## src/spt_pkg.sv

```systemverilog
// How it works
// Data output undriven after power-up or reset
// First instruction needs a chip-select falling edge
// Clock idle level at select fall picks mode
// Commands ignored while power-on reset holds
// Host waits 70 us before first read
// Program or erase refused until 3 ms
// After delay: standby or active per select
// Deep power-down reached within 2 us
// Ultra-deep power-down reached within 3 us
// Ultra-deep exit: 20 ns low, 70 us wait
// Resume from deep power-down within 8 us
// Status write busy 20 ms, under 40
// OTP program busy 400 us, under 950
// Busy reported during every timed operation
`default_nettype none
package spt_pkg;
    localparam int CLK_MHZ = 25;
    localparam int T_VCSL_US = 70;
    localparam int T_PUW_MS = 3;
    localparam int T_EDPD_US = 2;
    localparam int T_EUDPD_US = 3;
    localparam int T_CSLU_NS = 20;
    localparam int T_XUDPD_US = 70;
    localparam int T_RDPD_US = 8;
    localparam int T_WRSR_MS = 20;
    localparam int T_OTPP_US = 400;
    localparam int CYC_VCSL = T_VCSL_US * CLK_MHZ;
    localparam int CYC_PUW = T_PUW_MS * 1000 * CLK_MHZ;
    localparam int CYC_EDPD = T_EDPD_US * CLK_MHZ;
    localparam int CYC_EUDPD = T_EUDPD_US * CLK_MHZ;
    localparam int CYC_CSLU = (T_CSLU_NS * CLK_MHZ + 999) / 1000;
    localparam int CYC_XUDPD = T_XUDPD_US * CLK_MHZ;
    localparam int CYC_RDPD = T_RDPD_US * CLK_MHZ;
    localparam int CYC_WRSR = T_WRSR_MS * 1000 * CLK_MHZ;
    localparam int CYC_OTPP = T_OTPP_US * CLK_MHZ;
    localparam int CNT_W = 20;
    localparam logic [7:0] OP_DPD = 8'hB9;
    localparam logic [7:0] OP_UDPD = 8'h79;
    localparam logic [7:0] OP_RDPD = 8'hAB;
    localparam logic [7:0] OP_WRSR = 8'h01;
    localparam logic [7:0] OP_OTPP = 8'h9B;
    localparam logic [7:0] OP_PROG = 8'h02;
    localparam logic [7:0] OP_RDSR = 8'h05;
    localparam logic [7:0] OP_READ = 8'h03;
    localparam logic [7:0] ST_BUSY = 8'h01;
    typedef enum logic [2:0] {
        SPT_POR = 3'h0, SPT_PUW = 3'h1, SPT_STBY = 3'h3, SPT_BUSY = 3'h2,
        SPT_DPD = 3'h6, SPT_UDPD = 3'h7, SPT_XUD = 3'h5
    } spt_state_t;
endpackage
`default_nettype wire

```

## src/spt_if.sv

```systemverilog
`default_nettype none
interface spt_if;
    logic sck;
    logic chip_select_n;
    logic mosi;
    logic miso_o;
    logic miso_oe;
    modport dev(input sck, input chip_select_n, input mosi, output miso_o, output miso_oe);
    modport host(output sck, output chip_select_n, output mosi, input miso_o, input miso_oe);
endinterface
`default_nettype wire

```

## src/spt_dev.sv

```systemverilog
`default_nettype none
module spt_dev #(
    parameter int PUW_CYC = spt_pkg::CYC_PUW,
    parameter int WRSR_CYC = spt_pkg::CYC_WRSR
) (
    input wire logic core_clk,
    input wire logic rst_b,
    spt_if.dev link,
    output logic busy,
    output logic mode3,
    output logic deep_pd,
    output logic ultra_pd,
    output logic [7:0] last_op
);
    // Pin synchronisers
    logic [1:0] sck_s_r, cs_s_r, mosi_s_r;
    logic sck_d_r, cs_d_r;
    always_ff @(posedge core_clk or negedge rst_b) begin
        if (!rst_b) begin
            sck_s_r <= 2'h0;
            cs_s_r <= 2'h3;
            mosi_s_r <= 2'h0;
            sck_d_r <= 1'b0;
            cs_d_r <= 1'b1;
        end else begin
            sck_s_r <= {sck_s_r[0], link.sck};
            cs_s_r <= {cs_s_r[0], link.chip_select_n};
            mosi_s_r <= {mosi_s_r[0], link.mosi};
            sck_d_r <= sck_s_r[1];
            cs_d_r <= cs_s_r[1];
        end
    end
    wire sck_i = sck_s_r[1];
    wire cs_i = cs_s_r[1];
    wire cs_fall = cs_d_r && !cs_i;
    wire cs_rise = !cs_d_r && cs_i;
    wire sck_rise = !sck_d_r && sck_i;
    wire sck_fall = sck_d_r && !sck_i;

    spt_pkg::spt_state_t st_r, st_nxt;
    logic [spt_pkg::CNT_W-1:0] cnt_r, cnt_nxt;
    logic [7:0] sh_r, op_r, stat_r;
    logic [3:0] bits_r;
    logic armed_r, mode3_r, oe_r, do_r, rd_r;
    logic [2:0] obit_r;

    // Decoded command at select rise
    wire op_done = cs_rise && bits_r == 4'h8;
    wire idle = st_r == spt_pkg::SPT_STBY;
    wire [spt_pkg::CNT_W-1:0] otp_c = spt_pkg::CNT_W'(spt_pkg::CYC_OTPP);
    // Pin sync and output register delay, taken off the entry counts and the deep power-down resume count
    localparam int SYNC_LAT = 6;

    // Power-state sequencer
    always_comb begin
        st_nxt = st_r;
        cnt_nxt = (cnt_r != '0) ? cnt_r - 1'b1 : cnt_r;
        case (st_r)
            spt_pkg::SPT_POR: begin
                st_nxt = spt_pkg::SPT_PUW;
                cnt_nxt = spt_pkg::CNT_W'(PUW_CYC);
            end
            spt_pkg::SPT_PUW: if (cnt_r == '0) st_nxt = spt_pkg::SPT_STBY;
            spt_pkg::SPT_STBY: if (op_done) begin
                if (op_r == spt_pkg::OP_DPD) begin
                    st_nxt = spt_pkg::SPT_BUSY;
                    cnt_nxt = spt_pkg::CNT_W'(spt_pkg::CYC_EDPD - SYNC_LAT);
                end else if (op_r == spt_pkg::OP_UDPD) begin
                    st_nxt = spt_pkg::SPT_BUSY;
                    cnt_nxt = spt_pkg::CNT_W'(spt_pkg::CYC_EUDPD - SYNC_LAT);
                end else if (op_r == spt_pkg::OP_WRSR) begin
                    st_nxt = spt_pkg::SPT_BUSY;
                    cnt_nxt = spt_pkg::CNT_W'(WRSR_CYC);
                end else if (op_r == spt_pkg::OP_OTPP) begin
                    st_nxt = spt_pkg::SPT_BUSY;
                    cnt_nxt = otp_c;
                end
            end
            spt_pkg::SPT_BUSY: if (cnt_r == '0) begin
                if (op_r == spt_pkg::OP_DPD) st_nxt = spt_pkg::SPT_DPD;
                else if (op_r == spt_pkg::OP_UDPD) st_nxt = spt_pkg::SPT_UDPD;
                else st_nxt = spt_pkg::SPT_STBY;
            end
            spt_pkg::SPT_DPD: if (op_done && op_r == spt_pkg::OP_RDPD) begin
                st_nxt = spt_pkg::SPT_BUSY;
                cnt_nxt = spt_pkg::CNT_W'(spt_pkg::CYC_RDPD - SYNC_LAT);
            end
            spt_pkg::SPT_UDPD: if (!cs_i) begin
                if (cnt_r == spt_pkg::CNT_W'(spt_pkg::CYC_CSLU)) begin
                    st_nxt = spt_pkg::SPT_XUD;
                    cnt_nxt = spt_pkg::CNT_W'(spt_pkg::CYC_XUDPD);
                end else cnt_nxt = cnt_r + 1'b1;
            end else cnt_nxt = '0;
            spt_pkg::SPT_XUD: if (cnt_r == '0) st_nxt = spt_pkg::SPT_STBY;
            default: st_nxt = spt_pkg::SPT_POR;
        endcase
    end

    always_ff @(posedge core_clk or negedge rst_b) begin
        if (!rst_b) begin
            st_r <= spt_pkg::SPT_POR;
            cnt_r <= '0;
        end else begin
            st_r <= st_nxt;
            cnt_r <= cnt_nxt;
        end
    end

    // Command shifter, armed only by a select fall
    always_ff @(posedge core_clk or negedge rst_b) begin
        if (!rst_b) begin
            armed_r <= 1'b0;
            mode3_r <= 1'b0;
            sh_r <= 8'h00;
            op_r <= 8'h00;
            bits_r <= 4'h0;
        end else if (cs_fall) begin
            armed_r <= st_r != spt_pkg::SPT_POR;
            mode3_r <= sck_i;
            bits_r <= 4'h0;
        end else if (cs_i) begin
            armed_r <= 1'b0;
        end else if (armed_r && sck_rise && bits_r != 4'h8) begin
            sh_r <= {sh_r[6:0], mosi_s_r[1]};
            bits_r <= bits_r + 4'h1;
            if (bits_r == 4'h7) op_r <= {sh_r[6:0], mosi_s_r[1]};
        end
    end

    // Status readout: busy bit, program refused while busy
    wire busy_w = st_r != spt_pkg::SPT_STBY && st_r != spt_pkg::SPT_DPD
        && st_r != spt_pkg::SPT_UDPD;
    // Status readable in standby, in the power-up wait and in the busy state, not during ultra-deep exit
    assign rd_r = armed_r && bits_r == 4'h8 && op_r == spt_pkg::OP_RDSR
        && (idle || st_r == spt_pkg::SPT_BUSY || st_r == spt_pkg::SPT_PUW);
    always_ff @(posedge core_clk or negedge rst_b) begin
        if (!rst_b) begin
            oe_r <= 1'b0;
            do_r <= 1'b0;
            obit_r <= 3'h0;
            stat_r <= 8'h00;
        end else begin
            stat_r <= busy_w ? spt_pkg::ST_BUSY : 8'h00;
            if (!rd_r) begin
                oe_r <= 1'b0;
                do_r <= 1'b0;
                obit_r <= 3'h0;
            end else if (sck_fall || !oe_r) begin
                oe_r <= 1'b1;
                do_r <= stat_r[3'h7 - obit_r];
                obit_r <= obit_r + 3'h1;
            end
        end
    end

    // Registered status outputs
    always_ff @(posedge core_clk or negedge rst_b) begin
        if (!rst_b) begin
            busy <= 1'b1;
            mode3 <= 1'b0;
            deep_pd <= 1'b0;
            ultra_pd <= 1'b0;
            last_op <= 8'h00;
        end else begin
            busy <= busy_w;
            mode3 <= mode3_r;
            deep_pd <= st_r == spt_pkg::SPT_DPD;
            ultra_pd <= st_r == spt_pkg::SPT_UDPD;
            last_op <= op_r;
        end
    end
    assign link.miso_o = do_r;
    assign link.miso_oe = oe_r;
endmodule
`default_nettype wire

```

## src/flat_wrapper.sv

```systemverilog
// flat-port wrapper written by rule: the top's interface ports become plain ports
module spt_dev_flat 
#(
    parameter int PUW_CYC = spt_pkg::CYC_PUW,
    parameter int WRSR_CYC = spt_pkg::CYC_WRSR
)
  (core_clk, rst_b, busy, mode3, deep_pd, ultra_pd, last_op, link_sck, link_chip_select_n, link_mosi, link_miso_o, link_miso_oe);
  spt_if link_i ();
  input wire logic core_clk;
  input wire logic rst_b;
  output logic busy;
  output logic mode3;
  output logic deep_pd;
  output logic ultra_pd;
  output logic [7:0] last_op;
  input wire logic [$bits(link_i.sck)-1:0] link_sck;
  input wire logic [$bits(link_i.chip_select_n)-1:0] link_chip_select_n;
  input wire logic [$bits(link_i.mosi)-1:0] link_mosi;
  output wire logic [$bits(link_i.miso_o)-1:0] link_miso_o;
  output wire logic [$bits(link_i.miso_oe)-1:0] link_miso_oe;
  assign link_i.sck = link_sck;
  assign link_i.chip_select_n = link_chip_select_n;
  assign link_i.mosi = link_mosi;
  assign link_miso_o = link_i.miso_o;
  assign link_miso_oe = link_i.miso_oe;
  spt_dev #(.PUW_CYC(PUW_CYC), .WRSR_CYC(WRSR_CYC)) u_core (.core_clk(core_clk), .rst_b(rst_b), .link(link_i), .busy(busy), .mode3(mode3), .deep_pd(deep_pd), .ultra_pd(ultra_pd), .last_op(last_op));
endmodule
```

## config.mk

```make
export PLATFORM = sky130hd
export DESIGN_NAME = spt_dev_flat
export DESIGN_NICKNAME = d
export VERILOG_FILES = /design/src/spt_pkg.sv /design/src/spt_if.sv /design/src/spt_dev.sv /design/src/flat_wrapper.sv
export SDC_FILE = /design/constraint.sdc
export NUM_CORES = 1
export LEC_CHECK = 0
export BUFFER_PORTS_ARGS = -buffer_cell sky130_fd_sc_hd__buf_4
export CAP_MARGIN = 25
export CORE_AREA = 2 2 87 89
export DETAILED_ROUTE_END_ITERATION = 8
export DIE_AREA = 0 0 89 91
export PLACE_DENSITY = 0.71
export SLEW_MARGIN = 10
export SYNTH_ARGS = -nofsm -noshare
export SYNTH_HDL_FRONTEND = slang
export SYNTH_SLANG_ARGS = --single-unit
```

## constraint.sdc

```tcl
create_clock -name core_clk -period 5.7 [get_ports core_clk]
set_input_delay 0.57 -clock core_clk [delete_from_list [all_inputs] [get_ports core_clk]]
set_output_delay 0.57 -clock core_clk [all_outputs]
set_load 0.02 [all_outputs]
```

======== Yosys cells after proc, flatten, opt, wreduce, memory -nomap -nowiden ========
Cells that the tools add are included.
storage, ports and cells
  register bits after elaboration ......... 77
  bits in latches ......................... 0
  memory bits (writable) .................. 0
  memory bits (read-only) ................. 0
  input port bits ......................... 5
  output and inout bits ................... 14
  memories ................................ 0
operators by class
  add/sub/neg operators ................... 5
  multiply operators ...................... 0
  div/mod/pow operators ................... 0
  $lt $le $gt $ge ......................... 1
  eq/ne operators ......................... 28
  shift-type cells ........................ 0
  multiplexer cells ....................... 37
  bitwise operators ....................... 2
  reduce and logical (&&, ||, !) cells .... 32
operators by type and width
  kind                                                number
  2-to-1 mux 20 bit                                   9
  one-hot mux 20 bit (4 select lines)                 1
  2-to-1 mux 3 bit                                    14
  == test 8 bit, second input constant                3
  adder 20 x 1 -> 20 bit, second input constant       1
  == test 20 x 1 -> 1 bit, second input constant      1
  zero test 20 bit                                    1
  nonzero test 20 bit                                 1
  subtractor 20 x 1 -> 20 bit, second input constant  1
  one-hot mux 3 bit (6 select lines)                  1
  logical AND 1 bit                                   13
  2-to-1 mux 4 bit                                    3
  != test 2 x 1 -> 1 bit, second input constant       5
  == test 3 bit, second input constant                3
  == test 8 x 1 -> 1 bit, second input constant       1
  == test 8 x 3 -> 1 bit, second input constant       1
  == test 8 x 7 -> 1 bit, second input constant       1
  2-to-1 mux 1 bit                                    8
  AND reduction 7 bit                                 1
  == test 3 x 2 -> 1 bit, second input constant       2
  != test 2 bit, second input constant                3
  != test 3 bit, second input constant                2
  zero test 1 bit                                     5
  != test 5 bit, second input constant                1
  19 further kinds                                    23

======== Logic depth before layout (Yosys ltp) ========
  depth in word-level cells ............... 8
  depth in mapped cells ................... 9
  depth with buffers taken out ............ 8

======== Worst setup path before layout ========
OpenSTA, ideal clock, no wires.
  kind .................................... register to register
  start ................................... register u_core.bits_r[0]
  end ..................................... register u_core.op_r[0]
  library setup time ...................... 125 ps
  data arrival time ....................... 2038 ps
  data required time ...................... 5575 ps
  setup slack ............................. 3537 ps
  cell stages (with the launch flop) ...... 9
  buffers on the path ..................... 0
  clock period less this slack ............ 2163 ps
  cell sequence ........................... dfrtp_1 -> inv_1 -> ha_1 -> nand3b_1 -> nand4_1 -> nor3_4 -> nand2_1 -> nor3b_4 -> mux2_2
on the way
  cells in the longest elaborated chain, start to end .. 3
  elaborated cells on any way between the ends .. 4
  those cells by class .................... eq/ne: 2; reduce/logical: 2
RTL lines
  element                          line            source
  start: declaration               spt_dev.sv:43   logic [3:0] bits_r;
  start signal: assignment         spt_dev.sv:125  bits_r <= bits_r + 4'h1;
  != test 4 bit                    spt_dev.sv:123  end else if (armed_r && sck_rise && bits_r != 4'h8) begin
  logical AND 1 bit                spt_dev.sv:123
  AND reduction 4 bit (no line) *  --
  end signal: assignment           spt_dev.sv:126  if (bits_r == 4'h7) op_r <= {sh_r[6:0], mosi_s_r[1]};
  end: declaration                 spt_dev.sv:42   logic [7:0] sh_r, op_r, stat_r;
Every way passes the cells marked *; elsewhere a longest branch is shown, timed or not.
A chain may end at the register's enable or synchronous reset.

======== Final worst setup path ========
Same ends and word-level chain as after synthesis.

==> impl_metrics.tcl <==
set metrics [dict create \
    status "finished, final reports clean" \
    synthMuxAreaShare_pct 5.792 \
    wirelength_um 8407 \
    num_vias 3030 \
    slew_violations 0 \
    grt_first_pass_wirelength_um 14020 \
    period_share_pct 45.08 \
    post-route-drc-count 0 \
    ys.flop_type "dfrtp_1" \
    hold_viol 0 \
    synthToLayoutAreaGrowth_pct 10.14 \
    via_per_inst 6.012 \
    crit_required_ns 5.93 \
    switching_share_pct 23.20 \
    drive_above_1_share_pct 17.04 \
    wl_met3_um 511 \
    synth-seq-cells 70 \
    postCtsSetupRepairBufs 0 \
    p_sw_w 0.0002144 \
    drt-initial-drc-count 281 \
    clockBufferDepth 2 \
    insertedDiodeCount 0 \
    synthAdderAreaFrac_pct 2.291 \
    nFillCells 631 \
    synth_top_family_by_area "simple AND/OR/NAND/NOR gates" \
    cts_root_buf "clkbuf_8" \
    synth_compound_area_share_pct 14.01 \
    die_x_um 89 \
    hold_path_class "primary input to asynchronous set/reset pin" \
    synthesis.area_um2 3824 \
    rows 31 \
    die_h_um 91 \
    p_total_w 0.0009239 \
    timing.reg2reg.setup_slack_ns 3.13 \
    p_int_w 0.0007096 \
    wl_per_cell_um 16.68 \
    async_reset_ff_share_pct 100.0 \
    clk_latency_ns 0.35 \
    grt_max_degree 71 \
    cts_buffers 9 \
    clock_skew_ns 0.01081 \
    gp_congestion 0.9543 \
    worstSetupStartpointType "flip-flop" \
    hold_buffers 0 \
    peakVddDrop_mv 0.1686 \
    p_leak_nw 1.759 \
    wl_met1_um 3864 \
    nNetsFinal 412 \
    core_um2 7137 \
    layout_common_cells "dfrtp_1 (66), nand2_1 (34), nor2_1 (29)" \
    io_buffer_count 18 \
    seqPwrFrac_pct 55.6 \
    route.met2.wl_um 3852 \
    path_class "flip-flop to flip-flop" \
    syn_avg_cell_area_um2 9.829 \
    stdcell_count 504 \
    grt_pass1_vias 2799 \
    synth_xor_xnor_area_share_pct 6.185 \
    power.share.combinational_pct 2.6 \
    worst_pin_slew_ns 0.8603 \
    synth_fp_nets 401 \
    p_per_area_nw_per_um2 219.4 \
    setup-tns-final_ns 0 \
    yosysWarnings 0 \
    ant_nets 0 \
    max_freq_mhz 389.1 \
    start_util_pct 53.58 \
    ios 19 \
    maxUsedRoutingLayer "met4" \
    dp_cells 488 \
    max_cap_violations 0 \
    pwr-share-clk_pct 41.8 \
    cp.arrival_ns 2.80 \
    yosysSeqAreaShare_pct 45.94 \
    maxSlewHeadroom_pct 42.64 \
    finalSetupViolCount 0 \
    ctsResizeCount 0 \
    clkTransAtPathRegs_ns 0.07 \
    dpl.hpwl_um 5972 \
    whs_ns 0.3241 \
    synth-simple-area-share_pct 22.41 \
    track_usage_pct 22.48 \
    synth_edf_count 0 \
    endpoint_kind "flip-flop" \
    yosysUniqueCellTypes 59 \
    cts_sinks 70 \
    crit_fanout 8 \
    rsz0062_at_grt "false" \
    finalCriticalPeriod_ns 2.570 \
    dieArea_um2 8099 \
    final_common_cell "dfrtp_1" \
    dr.pass1.iters 8 \
    htreeDepth 3 \
    antenna_found_initial 0 \
    cts_tree "yes" \
    postSynthCellCount 389 \
    globalRoute.totalOverflow 0 \
]
worst max-delay path, stage by stage (launching register included):
cell and delay [ns]:
dfrtp_1 0.37, inv_1 0.07, ha_1 0.20, nand3b_1 0.17, nand4_1 0.24, nor3_4 0.40, nand2_1 0.18, nor3b_4 0.44
mux2_2 0.39
path summary, 6_finish.rpt:
kind / cells after the start / endpoint / startpoint
min: 1 / u_core.sh_r[4] / rst_b
max in group asynchronous: 1 / u_core.cnt_r[13] / rst_b
max: 8 / u_core.op_r[0] / u_core.bits_r[0]
min reg2reg: 0 / u_core.mosi_s_r[1] / u_core.mosi_s_r[0]
min in group core_clk: 1 / u_core.cs_s_r[0] / link_chip_select_n
max reg2reg: 8 / u_core.op_r[0] / u_core.bits_r[0]
area by class of cell:
cell class | instances | area (um^2) | share of cell area (%)
multi-input combinational | 286 | 1938 | 46.02
timing repair buffer | 20 | 150.1 | 3.565
sequential | 70 | 1757 | 41.71
tap | 99 | 123.9 | 2.941
inverter | 13 | 48.80 | 1.159
clock inverter | 4 | 28.78 | 0.6833
clock buffer | 12 | 165.2 | 3.922
sequential cells by signal, indices dropped and copies added, names as in the netlist:
signal and count:
u_core.stat_r 1, u_core.link.miso_oe 1, u_core.mode3 1, u_core.last_op 8
u_core.deep_pd 1, u_core.link.miso_o 1, u_core.cnt_r 20, u_core.sh_r 7
u_core.mosi_s_r 2, u_core.busy 1, u_core.bits_r 4, u_core.ultra_pd 1
u_core.armed_r 1, u_core.mode3_r 1, u_core.st_r 3, u_core.sck_s_r 2
u_core.cs_s_r 2, u_core.sck_d_r 1, u_core.obit_r 3, u_core.op_r 8
u_core.cs_d_r 1
per-layer routing:
| layer | GRT usage, % | vias up |
|---|---|---|
| li1 | - | 1442 |
| met3 | 5.000 | 15 |
| met4 | 8.831 | 0 |
| met5 | 0 | - |
| met1 | 33.49 | 1468 |
| met2 | 31.84 | 105 |
power by group through the flow:
stage,Sequential (W),Combinational (W),Clock [W]
after floorplan,0.000521,0.0000102,0
after global placement,0.000523,0.0000240,0
after detailed placement,0.000524,0.0000246,0
after CTS,0.000514,0.0000247,0.000395
after global routing,0.000516,0.0000273,0.000415
final,0.000514,0.0000238,0.000386
per-stage QoR:
| step | utilization [%] | cell area, um^2 | setup slack [ns] |
|---|---|---|---|
| 2_1_floorplan | - | 3824 | 3.537 |
| 3_3_place_gp | 56.19 | 4010 | 3.174 |
| 3_5_place_dp | 56.29 | 4018 | 3.125 |
| 4_1_cts | 59.01 | 4212 | 3.100 |
| 5_1_grt | 59.01 | 4212 | 2.905 |
| 6_report | 59.01 | 4212 | 3.130 |
synth_stat cells (7+ instances only):
library cell / n / area [um^2]
a21oi_1: 17 / 85.08
nand3_1: 16 / 80.08
ha_1: 7 / 87.58
xor2_1: 9 / 78.83
nor2_1: 29 / 108.9
nand4_1: 9 / 56.30
nand2_1: 34 / 127.6
o21ai_0: 16 / 80.08
clkbuf_1: 16 / 60.06
dfrtp_1: 66 / 1652
inv_1: 13 / 48.80
mux2_2: 17 / 191.4
xnor2_1: 18 / 157.7
nor3_1: 16 / 80.08
o211ai_1: 8 / 60.06
cells by family after synthesis:
logic type,after synthesis
AND/OR/NAND/NOR,154
flip-flops,70
AO/OA/AOI/OAI,78
XOR/XNOR,27
buffers and inverters,33
adder cells (fa/ha/maj),7
multiplexers,20
(Power assumes the default switching activity.)
